===== config.mk =====
export PLATFORM = sky130hd
export DESIGN_NAME = boolean_logic_unit
export DESIGN_NICKNAME = d
export VERILOG_FILES = /design/src/boolean_logic_pkg.sv /design/src/boolean_logic_unit.sv
export SDC_FILE = /design/constraint.sdc
export NUM_CORES = 1
export LEC_CHECK = 0
export BUFFER_PORTS_ARGS = -buffer_cell sky130_fd_sc_hd__clkbuf_2
export CELL_PAD_IN_SITES_DETAIL_PLACEMENT = 0
export CELL_PAD_IN_SITES_GLOBAL_PLACEMENT = 1
export CORE_ASPECT_RATIO = 1.1
export CORE_UTILIZATION = 46
export DETAILED_ROUTE_END_ITERATION = 7
export GPL_TIMING_DRIVEN = 0
export PLACE_DENSITY_LB_ADDON = 0.1
export SLEW_MARGIN = 10
export SYNTH_ARGS = -nofsm -noshare
export SYNTH_HDL_FRONTEND = slang
export SYNTH_SLANG_ARGS = --single-unit

===== constraint.sdc =====
create_clock -name hclk -period 3.7 [get_ports hclk]
set_input_delay 0.74 -clock hclk [delete_from_list [all_inputs] [get_ports hclk]]
set_output_delay 0.74 -clock hclk [all_outputs]
set_load 0.02 [all_outputs]

===== src/boolean_logic_pkg.sv =====
// Constants, types and register map of the boolean logic unit
// Function
// - Capture index and both source operands every clock, whatever instruction is present.
// - Capture at issue, deliver result next clock; a new instruction every clock.
// - Without issue the captured operands go unused and are replaced next clock.
// - Go strobe comes the clock after issue; destinations written only then.
// - Register function bit 0 and mode bits 0-2 each clock, then decode.
// - Result bits 48-59 merge three paths; idle paths give all ones.
// - Opcodes 11 and 15 write AND of sources; 15 inverts second first.
// - Opcodes 12 and 16 write OR via inverted AND merged with equivalence.
// - Opcodes 13 and 17 write XOR via equivalence with AND path off.
// - Opcode 10 copies first source; opcode 14 copies inverted second source.
// - Unpack copies source bits 0-47 into destination bits 0-47.
// - Unpack fills destination bits 48-59 with sign from source bit 59.
// - Unpack index bits 0-9 from source 48-57, inverted when coefficient positive.
// - Unpack exponent sign from inverted XOR of bits 58, 59, into index bits 10-17.
// - Unpacked exponent is the unbiased ones-complement exponent value.
// - Index register written by this unit only for opcode 26.
// - Pack ignores index bit 11, a copy of the exponent sign.
// - Pack puts index 0-10 at 48-58 with sign-dependent inversion pattern.
// - Pack sets destination bit 59 from the coefficient sign, source bit 59.
// - Pack passes source bits 0-47 and blocks source bits 48-59.
package boolean_logic_pkg;

	// ***********************************************************
	// Widths and field positions
	// ***********************************************************
	localparam int WORD_W      = 60;
	localparam int INDEX_W     = 18;
	localparam int UPPER_W     = 12;
	localparam int COEF_MSB    = 47;
	localparam int EXP_LSB     = 48;
	localparam int EXP_MSB     = 57;
	localparam int EXP_SIGN    = 58;
	localparam int WORD_SIGN   = 59;
	localparam int EXP_W       = 10;
	localparam int PACK_SIGN   = 10;
	localparam int PACK_EXP_W  = 11;
	localparam int IDX_EXT_W   = 8;

	// ***********************************************************
	// Opcodes as {function bit 0, mode bits 2..0}
	// ***********************************************************
	localparam logic [3:0] OP_COPY_FIRST = 4'h8;
	localparam logic [3:0] OP_AND        = 4'h9;
	localparam logic [3:0] OP_OR         = 4'ha;
	localparam logic [3:0] OP_XOR        = 4'hb;
	localparam logic [3:0] OP_COPY_INV   = 4'hc;
	localparam logic [3:0] OP_AND_INV    = 4'hd;
	localparam logic [3:0] OP_OR_INV     = 4'he;
	localparam logic [3:0] OP_XOR_INV    = 4'hf;
	localparam logic [3:0] OP_UNPACK     = 4'h6;
	localparam logic [3:0] OP_PACK       = 4'h7;

	// ***********************************************************
	// Register map (byte addresses)
	// ***********************************************************
	localparam int          ADDR_W       = 8;
	localparam logic [7:0]  REG_CTRL     = 8'h00;
	localparam logic [7:0]  REG_STATUS   = 8'h04;
	localparam logic [7:0]  REG_RES_LO   = 8'h08;
	localparam logic [7:0]  REG_RES_HI   = 8'h0c;
	localparam logic [7:0]  REG_INDEX    = 8'h10;
	localparam logic [7:0]  REG_COUNT    = 8'h14;
	localparam int          CTRL_ENABLE  = 0;
	localparam logic [31:0] CTRL_RESET   = 32'h0000_0001;
	localparam int          RES_HI_W     = 28;
	localparam logic [1:0]  HTRANS_NONSEQ = 2'h2;

	// ***********************************************************
	// Carriers
	// ***********************************************************
	typedef struct packed {
		logic [INDEX_W-1:0] index;
		logic [WORD_W-1:0]  first;
		logic [WORD_W-1:0]  second;
	} operand_s;

	typedef struct packed {
		logic       func0;
		logic [2:0] mode;
	} designator_s;

	typedef struct packed {
		logic               dest_write;
		logic [WORD_W-1:0]  dest_data;
		logic               index_write;
		logic [INDEX_W-1:0] index_data;
	} result_s;

	typedef struct packed {
		logic              write;
		logic [ADDR_W-1:0] addr;
	} bus_phase_s;

endpackage


===== src/boolean_logic_unit.sv =====
// Boolean logic unit datapath with AHB-Lite status and control registers
//
// Local design decisions: the address map and the AHB-Lite interface to the registers.
`timescale 1ns/1ps
module boolean_logic_unit (
	input  wire logic                                 hclk,
	input  wire logic                                 hresetn,
	input  wire logic                                 hsel,
	input  wire logic [31:0]                          haddr,
	input  wire logic [1:0]                           htrans,
	input  wire logic                                 hwrite,
	input  wire logic [2:0]                           hsize,
	input  wire logic [31:0]                          hwdata,
	input  wire logic                                 hready,
	output logic                                      hreadyout,
	output logic                                      hresp,
	output logic [31:0]                               hrdata,
	input  wire boolean_logic_pkg::operand_s          operands,
	input  wire boolean_logic_pkg::designator_s       designators,
	input  wire logic                                 go_boolean,
	output logic [boolean_logic_pkg::WORD_W-1:0]      dest_operand_reg,
	output logic [boolean_logic_pkg::INDEX_W-1:0]     dest_index_reg,
	output logic                                      dest_written,
	output logic                                      index_written
);
	import boolean_logic_pkg::*;

	// ***********************************************************
	// Input and designator capture
	// ***********************************************************
	logic [INDEX_W-1:0] index_operand_reg;
	logic [WORD_W-1:0]  first_source_reg;
	logic [WORD_W-1:0]  second_source_reg;
	logic [3:0]         instruction_word_reg;

	// Loaded unconditionally; no issue qualifier on purpose
	always_ff @(posedge hclk or negedge hresetn) begin
		if (!hresetn) begin
			index_operand_reg <= '0;
			first_source_reg  <= '0;
			second_source_reg <= '0;
		end else begin
			index_operand_reg <= operands.index;
			first_source_reg  <= operands.first;
			second_source_reg <= operands.second;
		end
	end

	always_ff @(posedge hclk or negedge hresetn) begin
		if (!hresetn) begin
			instruction_word_reg <= '0;
		end else begin
			instruction_word_reg <= {designators.func0, designators.mode};
		end
	end

	// ***********************************************************
	// Control translator
	// ***********************************************************
	logic and_path_enable;
	logic first_source_path_enable;
	logic second_source_high_enable;
	logic second_source_low_enable;
	logic second_source_invert;
	logic op_unpack;
	logic op_pack;
	logic op_valid;

	always_comb begin
		and_path_enable           = 1'b0;
		first_source_path_enable  = 1'b0;
		second_source_high_enable = 1'b0;
		second_source_low_enable  = 1'b0;
		second_source_invert      = 1'b0;
		op_unpack                 = 1'b0;
		op_pack                   = 1'b0;
		op_valid                  = 1'b1;
		unique case (instruction_word_reg)
			OP_COPY_FIRST: begin
				first_source_path_enable = 1'b1;
			end
			OP_AND: begin
				and_path_enable = 1'b1;
			end
			OP_AND_INV: begin
				and_path_enable      = 1'b1;
				second_source_invert = 1'b1;
			end
			OP_OR, OP_OR_INV: begin
				and_path_enable           = 1'b1;
				first_source_path_enable  = 1'b1;
				second_source_high_enable = 1'b1;
				second_source_low_enable  = 1'b1;
				second_source_invert      = instruction_word_reg[2];
			end
			OP_XOR, OP_XOR_INV: begin
				first_source_path_enable  = 1'b1;
				second_source_high_enable = 1'b1;
				second_source_low_enable  = 1'b1;
				second_source_invert      = instruction_word_reg[2];
			end
			OP_COPY_INV: begin
				second_source_high_enable = 1'b1;
				second_source_low_enable  = 1'b1;
				second_source_invert      = 1'b1;
			end
			OP_UNPACK: begin
				second_source_low_enable = 1'b1;
				op_unpack                = 1'b1;
			end
			OP_PACK: begin
				second_source_low_enable = 1'b1;
				op_pack                  = 1'b1;
			end
			default: begin
				// Function codes outside this unit never write
				op_valid = 1'b0;
			end
		endcase
	end

	// ***********************************************************
	// Static network, worked in complemented form
	// ***********************************************************
	logic [WORD_W-1:0]     second_mod;
	logic [WORD_W-1:0]     gated_first;
	logic [WORD_W-1:0]     gated_second;
	logic [WORD_W-1:0]     product_n;
	logic [WORD_W-1:0]     equiv;
	logic [WORD_W-1:0]     logic_n;
	logic [UPPER_W-1:0]    extend_n;
	logic [UPPER_W-1:0]    pack_n;
	logic [PACK_EXP_W-1:0] pack_exp;
	logic                  pack_sign;
	logic [WORD_W-1:0]     result_word;
	logic                  coef_negative;
	logic                  exponent_sign_bit;
	logic [INDEX_W-1:0]    result_index;

	assign coef_negative = second_source_reg[WORD_SIGN];
	assign second_mod    = second_source_invert ? ~second_source_reg : second_source_reg;

	always_comb begin
		gated_first  = first_source_path_enable ? first_source_reg : '0;
		gated_second = '0;
		if (second_source_low_enable) begin
			gated_second[COEF_MSB:0] = second_mod[COEF_MSB:0];
		end
		// Upper bits stay blocked for pack and unpack
		if (second_source_high_enable) begin
			gated_second[WORD_SIGN:EXP_LSB] = second_mod[WORD_SIGN:EXP_LSB];
		end
	end

	// Idle product path yields all ones so it acts as a merge
	assign product_n = ~(first_source_reg & second_mod & {WORD_W{and_path_enable}});
	assign equiv     = ~(gated_first ^ gated_second);
	assign logic_n   = product_n & equiv;

	// Sign extension path for unpack
	assign extend_n = op_unpack ? {UPPER_W{~coef_negative}} : {UPPER_W{1'b1}};

	// Bit 11 of the index is never looked at
	always_comb begin
		pack_exp = index_operand_reg[PACK_SIGN:0];
		if (coef_negative) begin
			pack_exp[EXP_W-1:0] = ~index_operand_reg[EXP_W-1:0];
		end else begin
			pack_exp[PACK_SIGN] = ~index_operand_reg[PACK_SIGN];
		end
	end
	assign pack_sign = coef_negative;
	assign pack_n    = op_pack ? ~{pack_sign, pack_exp} : {UPPER_W{1'b1}};

	always_comb begin
		result_word = ~logic_n;
		// Only one of three upper sources is active at a time
		result_word[WORD_SIGN:EXP_LSB] = ~(logic_n[WORD_SIGN:EXP_LSB] & extend_n & pack_n);
	end

	// Unbias: positive coefficient inverts exponent field
	assign exponent_sign_bit = second_source_reg[EXP_SIGN] ^ second_source_reg[WORD_SIGN];
	always_comb begin
		result_index = '0;
		result_index[EXP_W-1:0] = coef_negative ? second_source_reg[EXP_MSB:EXP_LSB]
		                                        : ~second_source_reg[EXP_MSB:EXP_LSB];
		result_index[INDEX_W-1:EXP_W] = {IDX_EXT_W{~exponent_sign_bit}};
	end

	// ***********************************************************
	// Destination registers
	// ***********************************************************
	logic   unit_enable;
	logic   write_go;
	logic   next_dest_written;
	logic   next_index_written;

	assign write_go           = go_boolean & op_valid & unit_enable;
	assign next_dest_written  = write_go;
	assign next_index_written = write_go & op_unpack;

	always_ff @(posedge hclk or negedge hresetn) begin
		if (!hresetn) begin
			dest_operand_reg <= '0;
		end else if (next_dest_written) begin
			dest_operand_reg <= result_word;
		end
	end

	always_ff @(posedge hclk or negedge hresetn) begin
		if (!hresetn) begin
			dest_index_reg <= '0;
		end else if (next_index_written) begin
			dest_index_reg <= result_index;
		end
	end

	always_ff @(posedge hclk or negedge hresetn) begin
		if (!hresetn) begin
			dest_written  <= 1'b0;
			index_written <= 1'b0;
		end else begin
			dest_written  <= next_dest_written;
			index_written <= next_index_written;
		end
	end

	// ***********************************************************
	// Activity tracking for software
	// ***********************************************************
	logic [3:0]  last_opcode;
	logic [31:0] result_count;

	always_ff @(posedge hclk or negedge hresetn) begin
		if (!hresetn) begin
			last_opcode <= '0;
		end else if (next_dest_written) begin
			last_opcode <= instruction_word_reg;
		end
	end

	// Wraps silently; software samples the difference
	always_ff @(posedge hclk or negedge hresetn) begin
		if (!hresetn) begin
			result_count <= '0;
		end else if (next_dest_written) begin
			result_count <= result_count + 32'h0000_0001;
		end
	end

	// ***********************************************************
	// AHB-Lite slave, zero wait states
	// ***********************************************************
	bus_phase_s  data_phase;
	logic        data_phase_valid;
	logic        addr_take;
	logic [31:0] ctrl_reg;
	logic [31:0] next_ctrl;
	logic [31:0] read_value;

	assign hreadyout = 1'b1;
	assign hresp     = 1'b0;
	assign addr_take = hsel & hready & (htrans == HTRANS_NONSEQ);
	assign unit_enable = ctrl_reg[CTRL_ENABLE];

	always_ff @(posedge hclk or negedge hresetn) begin
		if (!hresetn) begin
			data_phase       <= '0;
			data_phase_valid <= 1'b0;
		end else if (hready) begin
			data_phase_valid <= addr_take;
			data_phase.write <= hwrite;
			data_phase.addr  <= haddr[ADDR_W-1:0];
		end
	end

	always_comb begin
		next_ctrl = ctrl_reg;
		if (data_phase_valid && data_phase.write && data_phase.addr == REG_CTRL) begin
			next_ctrl = 32'h0000_0000;
			next_ctrl[CTRL_ENABLE] = hwdata[CTRL_ENABLE];
		end
	end

	always_ff @(posedge hclk or negedge hresetn) begin
		if (!hresetn) begin
			ctrl_reg <= CTRL_RESET;
		end else begin
			ctrl_reg <= next_ctrl;
		end
	end

	// Read value forwards a write landing in the same cycle
	always_comb begin
		read_value = 32'h0000_0000;
		unique case (haddr[ADDR_W-1:0])
			REG_CTRL:   read_value = next_ctrl;
			REG_STATUS: read_value = {26'h000_0000, index_written, dest_written, last_opcode};
			REG_RES_LO: read_value = dest_operand_reg[31:0];
			REG_RES_HI: read_value = {4'h0, dest_operand_reg[WORD_W-1:WORD_W-RES_HI_W]};
			REG_INDEX:  read_value = {14'h0000, dest_index_reg};
			REG_COUNT:  read_value = result_count;
			default:    read_value = 32'h0000_0000;
		endcase
	end

	always_ff @(posedge hclk or negedge hresetn) begin
		if (!hresetn) begin
			hrdata <= '0;
		end else if (addr_take && !hwrite) begin
			hrdata <= read_value;
		end
	end

endmodule


==> flow_metrics.py <==
metrics = {
    "outcome": {
        "outcome": "finished clean",
    },
    "setup_path": {
        "path_class": "reg -> reg",
        "crit_end": "dest_operand_reg[5]",
        "cp_max_fo": 10,
        "required_ns": 4.10,
        "crit_path_start": "ctrl_reg[0]",
        "worst_setup_path_start_kind": "register",
        "rr_worst_depth": 7,
        "rrSetupSlack_ns": 1.38,
        "worstPathArrival_ns": 2.72,
        "r2r_start": "ctrl_reg[0]",
        "r2r_end": "dest_operand_reg[5]",
        "end_kind": "register",
    },
    "place": {
        "io_buffers": 262,
        "hpwl_mm": 35.0,
        "gp_congestion": 0.907,
    },
    "drt": {
        "drt_wl_total_mm": 47.2,
        "drc": 0,
        "ant_nets": 0,
        "vias": 12430,
        "first_pass_iters": 5,
        "avgViaCountPerCell": 5.83,
        "wl_per_cell_um": 22.2,
        "drtIter0Drc": 993,
    },
    "floorplan": {
        "die-area_um2": 33300,
        "die_w_um": 174,
        "rows": 68,
        "fp.coreArea_um2": 31700,
        "die_h_um": 191,
        "io_pins": 331,
        "initial_core_util_pct": 47.2,
    },
    "global_routing": {
        "grt_pass1_vias": 12128,
        "use_met3_pct": 4.04,
        "grt_pass1_wl_mm": 71.4,
        "use_met1_pct": 39.3,
        "grtUsageMet2_pct": 45.4,
        "track_usage_pct": 28.5,
        "grt_max_degree": 99,
        "antenna_found_initial": 0,
        "busiest_layer": "met2",
        "gr-total-overflow": 0,
    },
    "final_layout": {
        "layout_commonest_cell": "dfrtp_1",
        "multi_input_area_um2": 6290,
        "area_delta_synth_final_pct": 20.3,
        "regArea_um2": 7960,
        "nNetsFinal": 1905,
        "num-fill-cells": 2845,
        "drive_gt1_share_pct": 24.5,
        "layout_common_cells": "317 x dfrtp_1, 262 x clkbuf_2, 165 x o21ai_0",
        "final_util_pct": 56.7,
        "n_antenna_cell": 0,
    },
    "power": {
        "p_per_area_nw_per_um2": 460,
        "irDropWorstVdd_mv": 0.388,
        "fin_total_pwr_mw": 8.28,
        "p_leak_nw": 8.26,
    },
    "timing": {
        "rsz0062_at_grt": "false",
        "setup_viol": 0,
        "hold_slack_ns": 0.195,
        "final-hold-violation-count": 0,
        "setup_tns_ns": 0,
        "slew_headroom_pct": 23.1,
        "fmax_ghz": 0.431,
        "tightest_slew_ns": 1.14,
        "period_share_pct": 62.7,
        "fin_skew_ns": 0.0117,
        "slew_violations": 0,
        "layout_min_cycle_time_ns": 2.32,
    },
    "logic_synthesis": {
        "syn-cell-area_um2": 15000,
        "synth-seq-cells": 318,
        "synth_edf_count": 0,
        "synth_cell_types": 65,
        "synth_seq_area_share_pct": 53.2,
        "yosysWarnings": 0,
        "ys_top_cells_by_area": "dfrtp_1 53%, o21ai_0 5.5%, xor2_1 4.3%, a211o_1 3.0%, o22a_1 2.8%",
        "async_flop_share_pct": 100,
        "synth_top_area_share_pct": 53.0,
        "syn_avg_cell_area_um2": 10.8,
        "synth_fp_nets": 1603,
        "synth.largest_area_cell": "dfrtp_1",
        "synth_ff_type": "dfrtp_1",
        "syn_inst": 1385,
    },
    "clock_tree": {
        "clock_latency_ns": 0.52,
        "clk_pin_slew_worst_paths_ns": 0.06,
        "postCtsSetupBuffers": 0,
        "htreeDepth": 2,
        "cts_tree": "built",
        "cts_buffer_depth": 3,
        "cts_resized": 0,
        "clockRootBuffer": "clkbuf_16",
        "numCtsBuffers": 35,
        "cts_hold_buf": 0,
        "clkSinkCount": 318,
    },
    "run": {
        "max-cap-violations": 0,
    },
    "hold_path": {
        "hold_class": "in -> async",
    },
}
## where the power goes
group | internal, mW | total (mW) | switching [mW] | leakage, nW
logic | 0.403 | 1.03 | 0.626 | 3.64
clock network | 1.99 | 3.36 | 1.37 | 0.536
registers | 3.66 | 3.89 | 0.232 | 4.09
## metal layers
layer  wire, um  vias to the layer above
met5          0                        -
met4       1770                        0
li1           -                     5664
met2      21900                      516
met1      20800                     6155
met3       2760                       95
## stage by stage
| stage | area, um2 | instances | setup slack [ns] |
|---|---|---|---|
| detailed placement | 16900 | 2070 | 1.01 |
| finish | 18000 | 2131 | 1.38 |
| floorplan | 15000 | 1385 | 1.63 |
| CTS | 18000 | 2131 | 1.42 |
| global placement | 16800 | 2067 | -4.80 |
| global route | 18000 | 2131 | 1.15 |
## kinds of logic (layout without fill, tap and decap cells)
group / after synthesis / in the layout / share of synthesized area, %
other: 2 / 2 / 0.0502
muxes: 56 / 56 / 3.87
adders and majority gates: 1 / 1 / 0.0836
AOI/OAI and AO/OA: 501 / 501 / 22.9
and+or+nand+nor: 227 / 227 / 8.03
buffers and inverters: 158 / 484 / 4.76
DFF: 318 / 318 / 53.2
xor gates and xnor gates: 122 / 122 / 7.14
## worst min-delay path by stage
stage,slack (ns),endpoint,cells after the start,start
after floorplan,0.44,ctrl_reg[10],0,hresetn
after CTS,0.21,dest_operand_reg[25],1,hresetn
after global placement,0.45,hrdata[30],1,ctrl_reg[30]
after detailed placement,0.46,hrdata[28],1,ctrl_reg[28]
final,0.20,dest_operand_reg[25],1,hresetn
after global routing,0.23,dest_operand_reg[25],1,hresetn
## critical path: stages (launching register included)
cell and delay [ns]:
dfstp_2 0.57, nand2_1 0.16, or2_1 0.26, buf_4 0.17
inv_2 0.15, clkbuf_1 0.48, o21ai_0 0.20, o22a_1 0.20
## synthesized netlist by cell type (8+ instances only)
cell       number
dfrtp_1       317
o21ai_0       165
xor2_1         74
a21oi_1        60
clkbuf_1       57
a211o_1        51
nand2_1        51
a211oi_1       48
o22a_1         48
xnor2_1        48
nor2_1         45
mux2i_1        41
buf_2          37
inv_1          37
nand3_1        36
nand4_1        24
a22oi_1        23
mux2_2         15
o22ai_1        15
o211ai_2       14
a32oi_1        13
and3_1         13
buf_4          12
a22o_1         11
o21ai_1        11
a31oi_1         9
buf_1           9
nand3b_1        9
o2bb2ai_1       9
nor4_1          8
o221a_2         8
## cell type report
type,instances,share of cell area [%]
clock buffer,57,6.01
tap,420,2.92
inverter,39,0.813
sequential,318,44.2
buffer,119,3.14
clock inverter,4,0.139
timing repair buffer,265,7.79
multi-input combinational,909,35.0
(Power assumes the default switching activity.)
